===== config.mk =====
export PLATFORM = sky130hd
export DESIGN_NAME = fuel_gauge_i2c_target
export DESIGN_NICKNAME = d
export VERILOG_FILES = /design/src/core/gauge_i2c_pkg.sv /design/src/core/bus_stuck_low_timeout.sv /design/src/core/fuel_gauge_i2c_target.sv
export VERILOG_INCLUDE_DIRS = /design/src /design/src/core
export SDC_FILE = /design/constraint.sdc
export NUM_CORES = 1
export LEC_CHECK = 0
export ABC_AREA = 1
export BUFFER_PORTS_ARGS = -buffer_cell sky130_fd_sc_hd__buf_2
export CORE_ASPECT_RATIO = 0.75
export CORE_MARGIN = 3
export CORE_UTILIZATION = 25
export CTS_BUF_LIST = sky130_fd_sc_hd__clkbuf_8 sky130_fd_sc_hd__clkbuf_16
export DETAILED_ROUTE_END_ITERATION = 12
export PLACE_DENSITY_LB_ADDON = 0.1
export REMOVE_ABC_BUFFERS = 1
export SLEW_MARGIN = 20
export SYNTH_ARGS = -nofsm -noshare
export SYNTH_HDL_FRONTEND = slang
export SYNTH_SLANG_ARGS = --single-unit
export TNS_END_PERCENT = 100

===== constraint.sdc =====
create_clock -name sys_clk -period 5 [get_ports sys_clk]
set_input_delay 1 -clock sys_clk [delete_from_list [all_inputs] [get_ports sys_clk]]
set_output_delay 1 -clock sys_clk [all_outputs]
set_load 0.02 [all_outputs]

===== src/core/gauge_i2c_consts.svh =====
// Constants for the fuel gauge two-wire target engine
`ifndef GAUGE_I2C_CONSTS_SVH
`define GAUGE_I2C_CONSTS_SVH

// ==========================================================
// Addressing
`define TGT_ADDR7        7'h55
`define TGT_ADDR_WR      8'hAA
`define TGT_ADDR_RD      8'hAB
`define MAX_READ_CMD     8'h7F

// ==========================================================
// Timing
`define CLK_HZ           200000000
`define STUCK_TIMEOUT_MS 2000
`define STUCK_TIMEOUT_CYC (`CLK_HZ / 1000 * `STUCK_TIMEOUT_MS)

// ==========================================================
// Reset values
`define PTR_RST          8'h00

`endif


===== src/core/gauge_i2c_pkg.sv =====
// Types for the fuel gauge two-wire target engine
package gauge_i2c_pkg;

  // ========================================================
  // Bus engine states
  typedef enum logic [3:0] {
    ST_IDLE,
    ST_ADDR,
    ST_ADDR_ACK,
    ST_CMD,
    ST_CMD_ACK,
    ST_WDATA,
    ST_WDATA_ACK,
    ST_RDATA,
    ST_RDATA_ACK,
    ST_IGNORE,
    ST_SLEEP
  } eng_state_t;

endpackage : gauge_i2c_pkg

===== src/core/bus_stuck_low_timeout.sv =====
// Stuck-low watchdog for the two-wire bus lines
`include "gauge_i2c_consts.svh"

module bus_stuck_low_timeout #(
  parameter int unsigned TIMEOUT_CYC = `STUCK_TIMEOUT_CYC
) (
  // Clock and reset
  input  wire logic sys_clk,
  input  wire logic nrst,
  // Line level
  input  wire logic line_low,
  // Result
  output logic      expired
);

  localparam int unsigned CW = $clog2(TIMEOUT_CYC + 1);

  logic [CW-1:0] cnt_ff;      // Cycles the bus has been low
  logic [CW-1:0] nxt_cnt;
  logic          exp_ff;      // Timeout reached, held while low
  logic          nxt_exp;

  // ========================================================
  // Count while low; any high level clears it
  always_comb begin
    nxt_cnt = cnt_ff;
    nxt_exp = exp_ff;
    if (!line_low) begin
      nxt_cnt = '0;
      nxt_exp = 1'b0;
    end else if (cnt_ff >= CW'(TIMEOUT_CYC - 1)) begin
      nxt_exp = 1'b1;      // Saturate rather than wrap
    end else begin
      nxt_cnt = cnt_ff + CW'(1);
    end
  end

  // Register stage
  always_ff @(posedge sys_clk or negedge nrst) begin
    if (!nrst) begin
      cnt_ff <= '0;
      exp_ff <= 1'b0;
    end else begin
      cnt_ff <= nxt_cnt;
      exp_ff <= nxt_exp;
    end
  end

  assign expired = exp_ff;

endmodule : bus_stuck_low_timeout


===== src/core/fuel_gauge_i2c_target.sv =====
// Two-wire bus target engine for the gauge command locations
`include "gauge_i2c_consts.svh"

// ==========================================================
// Bus timing as this engine sees it
// - Both pins are sampled once per system clock, so the host
//   must hold each level for a few cycles
// - Bits are taken on a rising serial clock and a byte is
//   judged on the falling edge that closes its eighth bit
// - Our own data changes one cycle after a falling clock,
//   well inside the low phase
// - The serial clock is never stretched; a slow location
//   port would need a wait scheme this block does not have

module fuel_gauge_i2c_target #(
  parameter int unsigned TIMEOUT_CYC = `STUCK_TIMEOUT_CYC,
  parameter int unsigned MAX_WBYTES  = 2
) (
  // Clock and reset
  input  wire logic       sys_clk,
  input  wire logic       nrst,
  // Serial clock pin (open drain; oe low means drive low)
  input  wire logic       scl_i,
  output logic            scl_o,
  output logic            scl_oe_n,
  // Serial data pin (open drain; oe low means drive low)
  input  wire logic       sda_i,
  output logic            sda_o,
  output logic            sda_oe_n,
  // Command location port
  output logic [7:0]      loc_addr,
  output logic [7:0]      loc_wdata,
  output logic            loc_wr,
  input  wire logic [7:0] loc_rdata,
  input  wire logic       loc_ro,
  // Status
  output logic            eng_sleep
);

  localparam int WCW = $clog2(MAX_WBYTES + 2);

  // ========================================================
  // Pin history for edge and condition detection
  logic scl_d_ff, sda_d_ff;       // Previous line levels
  logic nxt_scl_d, nxt_sda_d;
  logic scl_rise, scl_fall, start_c, stop_c;

  // Capture this cycle's levels
  always_comb begin
    nxt_scl_d = scl_i;
    nxt_sda_d = sda_i;
  end

  // Idle high after reset, so reset makes no false edge
  always_ff @(posedge sys_clk or negedge nrst) begin
    if (!nrst) begin
      scl_d_ff <= 1'b1;
      sda_d_ff <= 1'b1;
    end else begin
      scl_d_ff <= nxt_scl_d;
      sda_d_ff <= nxt_sda_d;
    end
  end

  // Start: data falls while clock high; stop: data rises
  assign scl_rise = scl_i & ~scl_d_ff;
  assign scl_fall = ~scl_i & scl_d_ff;
  assign start_c  = scl_i & scl_d_ff & sda_d_ff & ~sda_i;
  assign stop_c   = scl_i & scl_d_ff & ~sda_d_ff & sda_i;

  // ========================================================
  // Stuck-low watchdog; either line low counts
  // The count restarts whenever both lines are high, so
  // normal traffic with its high phases never nears it
  logic tmo;

  bus_stuck_low_timeout #(
    .TIMEOUT_CYC (TIMEOUT_CYC)
  ) u_tmo (
    .sys_clk  (sys_clk),
    .nrst     (nrst),
    .line_low (~scl_i | ~sda_i),
    .expired  (tmo)
  );

  // ========================================================
  // Engine state
  gauge_i2c_pkg::eng_state_t st_ff, nxt_st;
  logic [7:0]     sh_ff, nxt_sh;        // Shift register
  logic [2:0]     bit_ff, nxt_bit;      // Bit count in byte
  logic [7:0]     ptr_ff, nxt_ptr;      // Address pointer
  logic           rw_ff, nxt_rw;        // Read direction
  logic           ack_ff, nxt_ack;      // Ack this slot, ours or the master's on read
  logic [WCW-1:0] wcnt_ff, nxt_wcnt;    // Data bytes taken
  logic           sda_lo_ff, nxt_sda_lo; // Drive data low
  logic           wr_ff, nxt_wr;        // Location write pulse
  logic [7:0]     wd_ff, nxt_wd;        // Location write data
  logic           slp_ff, nxt_slp;      // Sleep indication
  logic           full_ff, nxt_full;    // Eight bits shifted in
  logic           sda_oe_n_ff, nxt_sda_oe_n; // Pin enable, low drives

  // Next-state logic for the whole bus engine
  always_comb begin
    nxt_st     = st_ff;
    nxt_sh     = sh_ff;
    nxt_bit    = bit_ff;
    nxt_ptr    = ptr_ff;
    nxt_rw     = rw_ff;
    nxt_ack    = ack_ff;
    nxt_wcnt   = wcnt_ff;
    nxt_sda_lo = sda_lo_ff;
    nxt_wr     = 1'b0;
    nxt_wd     = wd_ff;
    nxt_slp    = slp_ff;
    nxt_full   = full_ff;
    // Sleep once per timeout; a sleeping engine must still
    // see the start or stop that wakes it
    if (tmo && st_ff != gauge_i2c_pkg::ST_SLEEP) begin
      // Let go of the data line; the clock is never held, so anything still low is external
      nxt_sda_lo = 1'b0;
      nxt_st     = gauge_i2c_pkg::ST_SLEEP;
      nxt_slp    = 1'b1;
      nxt_full   = 1'b0;
    end else if (start_c) begin
      // Start or repeated start: new address byte
      nxt_st     = gauge_i2c_pkg::ST_ADDR;
      nxt_bit    = 3'h0;
      nxt_sda_lo = 1'b0;
      nxt_slp    = 1'b0;
      nxt_full   = 1'b0;
    end else if (stop_c) begin
      nxt_st     = gauge_i2c_pkg::ST_IDLE;
      nxt_sda_lo = 1'b0;
      nxt_slp    = 1'b0;
    end else begin
      unique case (st_ff)
        gauge_i2c_pkg::ST_IDLE, gauge_i2c_pkg::ST_IGNORE,
        gauge_i2c_pkg::ST_SLEEP: begin
          nxt_sda_lo = 1'b0;      // Wait for a start
        end
        gauge_i2c_pkg::ST_ADDR, gauge_i2c_pkg::ST_CMD,
        gauge_i2c_pkg::ST_WDATA: begin
          if (scl_rise) begin
            nxt_sh   = {sh_ff[6:0], sda_i};
            nxt_bit  = bit_ff + 3'h1;
            // The eighth bit arms the byte decision
            nxt_full = (bit_ff == 3'h7);
          end else if (scl_fall && full_ff) begin
            // Full byte seen; decide the acknowledge. The bit
            // count alone cannot tell this fall from the one
            // that closes a start, as both see a count of zero
            nxt_full = 1'b0;
            unique case (st_ff)
              gauge_i2c_pkg::ST_ADDR: begin
                nxt_ack = (sh_ff[7:1] == `TGT_ADDR7);
                nxt_rw  = sh_ff[0];
                nxt_st  = gauge_i2c_pkg::ST_ADDR_ACK;
              end
              gauge_i2c_pkg::ST_CMD: begin
                nxt_ack  = (sh_ff <= `MAX_READ_CMD);
                nxt_ptr  = sh_ff;
                nxt_wcnt = '0;
                nxt_st   = gauge_i2c_pkg::ST_CMD_ACK;
              end
              default: begin
                // Refuse surplus bytes and read-only targets
                nxt_ack = (wcnt_ff < WCW'(MAX_WBYTES))
                          && !loc_ro;
                if (nxt_ack) begin
                  nxt_wr   = 1'b1;
                  nxt_wd   = sh_ff;
                  nxt_wcnt = wcnt_ff + WCW'(1);
                end
                nxt_st = gauge_i2c_pkg::ST_WDATA_ACK;
              end
            endcase
            nxt_sda_lo = nxt_ack;
          end
        end
        gauge_i2c_pkg::ST_ADDR_ACK, gauge_i2c_pkg::ST_CMD_ACK,
        gauge_i2c_pkg::ST_WDATA_ACK: begin
          // Ack slot ends at the next falling clock
          if (scl_fall) begin
            nxt_sda_lo = 1'b0;
            nxt_bit    = 3'h0;
            if (!ack_ff) begin
              nxt_st = gauge_i2c_pkg::ST_IGNORE;
            end else if (st_ff == gauge_i2c_pkg::ST_ADDR_ACK) begin
              if (rw_ff) begin
                // Quick or repeated-start read from pointer
                nxt_sh     = loc_rdata;
                nxt_sda_lo = ~loc_rdata[7];
                nxt_st     = gauge_i2c_pkg::ST_RDATA;
              end else begin
                nxt_st = gauge_i2c_pkg::ST_CMD;
              end
            end else begin
              if (st_ff == gauge_i2c_pkg::ST_WDATA_ACK) begin
                nxt_ptr = ptr_ff + 8'h01;
              end
              nxt_st = gauge_i2c_pkg::ST_WDATA;
            end
          end
        end
        gauge_i2c_pkg::ST_RDATA: begin
          // Bit seven went out at load; seven falls shift the rest
          if (scl_fall) begin
            if (bit_ff == 3'h7) begin
              nxt_sda_lo = 1'b0;   // Free data for master ack
              nxt_st     = gauge_i2c_pkg::ST_RDATA_ACK;
            end else begin
              nxt_sh     = {sh_ff[6:0], 1'b0};
              nxt_sda_lo = ~sh_ff[6];
              nxt_bit    = bit_ff + 3'h1;
            end
          end
        end
        gauge_i2c_pkg::ST_RDATA_ACK: begin
          if (scl_rise) begin
            // Pointer moves only on master ack
            nxt_ack = ~sda_i;
            if (!sda_i) begin
              nxt_ptr = ptr_ff + 8'h01;
            end
          end else if (scl_fall) begin
            nxt_bit = 3'h0;
            if (ack_ff) begin
              // Incremental read: next location
              nxt_sh     = loc_rdata;
              nxt_sda_lo = ~loc_rdata[7];
              nxt_st     = gauge_i2c_pkg::ST_RDATA;
            end else begin
              nxt_st = gauge_i2c_pkg::ST_IGNORE;
            end
          end
        end
      endcase
    end
    // Registered straight into the pin enable, so the pin
    // comes from a flop and cannot glitch; the internal
    // drive flag stays as the hold value for the next cycle
    nxt_sda_oe_n = ~nxt_sda_lo;
  end

  // Register stage for the engine
  // Reset leaves the data line released and the pointer at zero
  always_ff @(posedge sys_clk or negedge nrst) begin
    if (!nrst) begin
      st_ff     <= gauge_i2c_pkg::ST_IDLE;
      sh_ff     <= 8'h00;
      bit_ff    <= 3'h0;
      ptr_ff    <= `PTR_RST;
      rw_ff     <= 1'b0;
      ack_ff    <= 1'b0;
      wcnt_ff   <= '0;
      sda_lo_ff <= 1'b0;
      wr_ff     <= 1'b0;
      wd_ff     <= 8'h00;
      slp_ff    <= 1'b0;
      full_ff   <= 1'b0;
      sda_oe_n_ff <= 1'b1;
    end else begin
      st_ff     <= nxt_st;
      sh_ff     <= nxt_sh;
      bit_ff    <= nxt_bit;
      ptr_ff    <= nxt_ptr;
      rw_ff     <= nxt_rw;
      ack_ff    <= nxt_ack;
      wcnt_ff   <= nxt_wcnt;
      sda_lo_ff <= nxt_sda_lo;
      wr_ff     <= nxt_wr;
      wd_ff     <= nxt_wd;
      slp_ff    <= nxt_slp;
      full_ff   <= nxt_full;
      sda_oe_n_ff <= nxt_sda_oe_n;
    end
  end

  // ========================================================
  // Outputs: clock is never stretched, so it is always released
  // Drive values are tied low: an open-drain pin only pulls
  // down, and its enable alone decides whether it does
  assign scl_o     = 1'b0;
  assign scl_oe_n  = 1'b1;
  assign sda_o     = 1'b0;
  assign sda_oe_n  = sda_oe_n_ff;
  assign loc_addr  = ptr_ff;
  assign loc_wdata = wd_ff;
  assign loc_wr    = wr_ff;
  assign eng_sleep = slp_ff;

endmodule : fuel_gauge_i2c_target


Word level (Yosys, flattened, before mapping)
Index checks and enable logic that the tools add are counted.
Widths: inputs -> output; s select.
{ "classes": {"bitwise_logic": 21, "n_reduce_logical": 27, "n_eq_ne": 45, "muxes": 88, "n_addsub": 4, "n_lt_le_gt_ge": 3} }
{ "ops": {"columns": ["cell", "count"], "rows": [
  ["$mux 8", 19],
  ["$mux 29", 2],
  ["$mux 4", 13],
  ["$ne 2x2->1 const B", 20],
  ["$mux 1", 36],
  ["$ne 5x5->1 const B", 7],
  ["$pmux 8 s4", 1],
  ["$add 29x1->29 const B", 1],
  ["$ge 29x29->1 const B", 1],
  ["$mux 3", 8],
  ["$pmux 8 s3", 1],
  ["$reduce_and 8->1", 3],
  ["$reduce_and 7->1", 3],
  ["$eq 4x3->1 const B", 4],
  ["$pmux 4 s4", 1],
  ["$reduce_and 14->1", 1],
  ["$not 1->1", 13],
  ["$reduce_and 13->1", 1],
  ["$eq 4x4->1 const B", 3],
  ["$ne 3x3->1 const B", 4],
  ["$pmux 3 s4", 1],
  ["$reduce_bool 3->1", 3],
  ["$reduce_or 3->1", 3],
  ["$add 8x1->8 const B", 1],
  ["26 further kinds", 38]
]} }
{ "totals": {"out_inout_bits": 22, "input_bits": 13, "elab_cells": 205, "ff_bits": 72} }

Depth between registers and ports, before layout
{ "logic_depth": {"word_depth": 10, "mapped_depth": 13, "mapped_depth_nobuf": 11} }

By module
From an unflattened synthesis, not the netlist that was laid out.
{ "unflattened": {"hier_cells": 787, "area_unflattened_um2": 5165.0} }
{ "by_module_without_submodules": {"columns": ["module", "area_each_um2", "seq_area_each_um2", "cells_per_inst", "instances"], "rows": [
  ["fuel_gauge_i2c_target", 2827.7, 1054.8, 395, 1],
  ["bus_stuck_low_timeout", 2337.2, 750.7, 392, 1]
]} }

Worst setup path before layout
No wires, ideal clock.
{ "synth_path": {"path_kind": "in2reg", "startpoint": "in sda_i", "endpoint": "reg sh_ff[6]", "path_buffers": 0, "arrival_time_ns": 2.003, "setup_time_ns": 0.117, "required_time_ns": 4.883, "path_slack_ns": 2.881, "cell_stages": 10, "path_cell_list": "nand2_1 > inv_2 > nand2_1 > nand2_2 > a21oi_4 > nand2_1 > nor2_4 > nand2_4 > nand2_1 > nand2_1"} }
{ "synth_via": {"elab_chain_cells": 4, "elab_cells_between_ends": 6, "classes_between": "bitwise: 5; reduce/logical: 1"} }
{ "synth_lines": {"columns": ["element", "line", "source"], "rows": [
  ["start, declared", "fuel_gauge_i2c_target.sv:27", "input wire logic sda_i,"],
  ["$not 1->1", "fuel_gauge_i2c_target.sv:68", "assign start_c = scl_i & scl_d_ff & sda_d_ff & ~sda_i;"],
  ["$and 1x1->1", "fuel_gauge_i2c_target.sv:68", null],
  ["$not 1->1 (no line)", null, null],
  ["$reduce_and 14->1 (no line) (*)", null, null],
  ["end signal, assigned", "fuel_gauge_i2c_target.sv:264", "sh_ff <= nxt_sh;"],
  ["end, declared", "fuel_gauge_i2c_target.sv:89", "logic [7:0] sh_ff, nxt_sh;"]
]} }
Mark *: on every way between the ends. The rest lies on a longest branch, timed or not.
A chain may end at the register's enable or synchronous reset.

Worst setup path after layout
{ "layout_path": {"startpoint": "in sda_i", "endpoint": "reg wd_ff[3], in the netlist loc_wdata[3]"} }
{ "layout_via": {"elab_chain_cells": 4, "elab_cells_between_ends": 6, "classes_between": "bitwise: 5; reduce/logical: 1"} }
{ "layout_lines": {"columns": ["element", "line", "source"], "rows": [
  ["$not 1->1", "fuel_gauge_i2c_target.sv:68", null],
  ["$and 1x1->1", "fuel_gauge_i2c_target.sv:68", null],
  ["$not 1->1 (no line)", null, null],
  ["$reduce_and 8->1 (no line) (*)", null, null],
  ["end signal, assigned", "fuel_gauge_i2c_target.sv:272", "wd_ff <= nxt_wd;"],
  ["end, declared", "fuel_gauge_i2c_target.sv:97", "logic [7:0] wd_ff, nxt_wd;"]
]} }
Marked as above.

==> flow_summary.ini <==
[cts]
clk_root_buffer_cell = clkbuf_16
post_cts_buffers = 0
tritoncts = yes
cts_num_sinks = 72
cts_buffers = 9
clock_tree.htree_level_count = 3
cts.repair.resized = 0
max-clock-path-buffers = 2
clkTransAtPathRegs_ns = 0.07
clock_insertion_delay_worst_skew_ns = 0.35
cts.hold.buffers_added = 0

[hold_path]
timing.hold.worst_endpoint = loc_wdata[4]
holdPathStages = 2
worstHoldPathType = register to register
hold_path_startpoint = loc_wdata[4]

[sta]
setup-tns-final_ns = 0
hold_viol_final = 0
final-max-slew-violation-count = 0
timing.final.crit_share = 0.619
rsz0062_at_grt = false
timing.fmax_ghz = 0.323
worst_slew_pin_slew_ns = 0.721
post-route-worst-setup-slack_ns = 1.91
timing.final.setup_violations = 0
finClkSkew_ns = 0.00795
fin_worst_hold_slack_ns = 0.481
finalWorstPathRequiredPeriod_ns = 3.09
slew_headroom = 0.517

[logic_synthesis]
yosysWarnings = 0
netlist-cell-type-count = 38
synth_area_um2 = 5020
synth_top_cells_by_area = dfrtp_1 (34%), nand2_1 (22%), nand3_1 (9.0%)
synth_seq_cells = 72
post_synth_mux_area_share = 0
synth_enable_flop_cells = 0
synth_top_family_by_area = simple AND/OR/NAND/NOR gates
asyncSetResetFlopFracSynth = 1.00
yosys.cell_count.top_type = nand2_1
synthSimpleGateAreaFrac = 0.485
avgSynthCellArea_um2 = 6.51
yosysSeqAreaShare = 0.360
synth-compound-area-share = 0.0434
netlist.top_cell.by_area = dfrtp_1
synth_top_cells_by_count = nand2_1 (294), nor2_1 (112), nand3_1 (90)
synth_top_area_share = 0.344
synth-xor-area-share = 0.0192
synth_cells = 771
yosys_most_used_dff = dfrtp_1
synthAdderAreaFrac = 0.00998

[worst_setup_path]
worst-r2r-cell-count = 8
slowest_delay_ns = 0.49
critical_path_peak_fanout = 31
setup.worst_path.end_class = register
timing.setup.critical_path_class = input pin to register
timing.rr.end = loc_wdata[3]
critical_path_cell_list = buf_2 > nand2_1 > buf_4 > inv_2 > nand2_1 > nand2_2 > a21oi_4 > nand4_1 > inv_1 > nand2_1 > nand2_1
critical-path-slowest-cell = nand4_1
critical_path.most_common_cell = nand2_1
setup.reg_to_reg.worst_slack_ns = 2.72
worst-endpoint-required_ns = 5.29
arrival_ns = 3.38
r2r_start = scl_d_ff
worstSetupStartpointType = input pin

[power]
p_leak_nw = 2.82
p_per_area_nw_per_um2 = 467
worst_ir_drop_vdd_mv = 0.164

[cells_and_area]
ff_latch_area_um2 = 1810
multi_input_comb_area_um2 = 2810
layout-drive-gt1-share = 0.130
area_growth_pct = 12.6
nNetsFinal = 813
nFillCells = 2174
num_antenna_cells = 0

[routing]
route.detailed.wl_per_inst_um = 14.4
vias = 4808
dr.first_iter.drc_count = 430
average_vias_per_placed_instance = 4.56
drtPass1Iterations = 5
antenna_violating_nets_post_route = 0
drcViolationCount = 0
drt-total-wl_um = 15200

[place]
post-place-ws_ns = 1.50
gp_routability_congestion = 0.890
hpwl_um = 11400
place.port_buffers = 31

[floorplan]
core_um2 = 19500
fp.dieArea_um2 = 21800
start_util = 0.257
die_width_um = 170
ioPinCount = 35
placementRows = 44
die_h_um = 129

[grt]
antenna_found_initial = 0
overflow = 0
grt_first_pass_wirelength_um = 25000
maximum_number_of_pins_on_one_net_before_global_route_repair = 44
globalRouteTotalUtil = 0.145
grt_pass1_vias = 4339

[job]
cap_viol_max_count = 0

[status]
result_of_the_run = finished clean
[final cells by class]
cell class / instances / share of cell area
Multi-Input combinational cell: 612 / 0.497
Sequential cell: 72 / 0.319
Tap cell: 253 / 0.0560
Inverter: 67 / 0.0447
Clock buffer: 9 / 0.0398
Timing Repair Buffer: 34 / 0.0319
Clock inverter: 7 / 0.0108
[sequential cells by signal, summed over array words and instances (netlist names)]
name	count
bit_ff	3
sh_ff	8
sda_oe_n	1
ack_ff	1
st_ff	4
full_ff	1
loc_addr	8
u_tmo.cnt_ff	29
loc_wr	1
sda_lo_ff	1
wcnt_ff	2
sda_d_ff	1
loc_wdata	8
u_tmo.expired	1
scl_d_ff	1
eng_sleep	1
rw_ff	1
[logic make-up after synthesis]
kind of cell,after synthesis
simple gates,555
buf+inv,88
other cells,2
compound gates,39
xor+xnor,11
flops,72
fa+ha+maj,4
[layout by cell type (no fill, tap or decap)]
cell type	n
a21boi_0	1
a21oi_1	8
a21oi_4	1
buf_2	30
buf_4	4
clkbuf_16	9
clkinv_1	1
clkinv_2	1
clkinvlp_4	2
conb_1	3
dfrtp_1	69
dfstp_2	3
ha_1	4
inv_1	55
inv_2	10
inv_6	4
inv_8	1
nand2_1	294
nand2_2	18
nand2_4	4
nand3_1	90
nand3_2	3
nand3_4	2
nand3b_1	2
nand4_1	13
nor2_1	112
nor2_2	3
nor2_4	4
nor3_1	5
nor3_4	2
nor3b_1	1
o211ai_1	1
o21ai_0	19
o21ai_1	7
o21ai_2	1
o21bai_1	1
or2_2	2
xnor2_1	3
xor2_1	8
[routing by layer]
layer | global-route usage | vias up | wire length, um
met4 | 0.0317 | 0 | 123
li1 | - | 2485 | -
met5 | 0 | - | 0
met3 | 0.0292 | 8 | 829
met1 | 0.247 | 2187 | 8790
met2 | 0.179 | 128 | 5490
[power breakdown]
| group | total [mW] | internal, mW | switching (mW) |
|---|---|---|---|
| clock network | 0.651 | 0.347 | 0.304 |
| registers | 0.861 | 0.711 | 0.151 |
| logic | 1.13 | 0.345 | 0.780 |
[stage by stage]
step / total power [mW] / instance area, um^2 / instances / utilization
CTS: 2.67 / 5650 / 1054 / 0.289
finish: 2.64 / 5650 / 1054 / 0.289
detailed placement: 2.01 / 5370 / 1038 / 0.275
global route: 2.87 / 5650 / 1054 / 0.289
floorplan: 1.67 / 4870 / 751 / -
global placement: 2.03 / 5370 / 1038 / 0.275
[critical path, delay by kind of cell]
family,cells,cell delay [ns]
AOI/OAI and AO/OA,1,0.20
and+or+nand+nor,6,1.00
buffers and inverters,4,1.16
[worst max path at each step]
stage / startpoint / to / slack (ns)
after floorplan: sda_i / loc_wdata[1] / 2.01
after global placement: sda_i / loc_wdata[2] / 1.55
after detailed placement: sda_i / loc_wdata[3] / 1.50
after CTS: sda_i / loc_wdata[4] / 1.87
after global routing: sda_i / loc_wdata[1] / 1.62
final: sda_i / loc_wdata[3] / 1.91
Power figures use the tool's default switching activity.
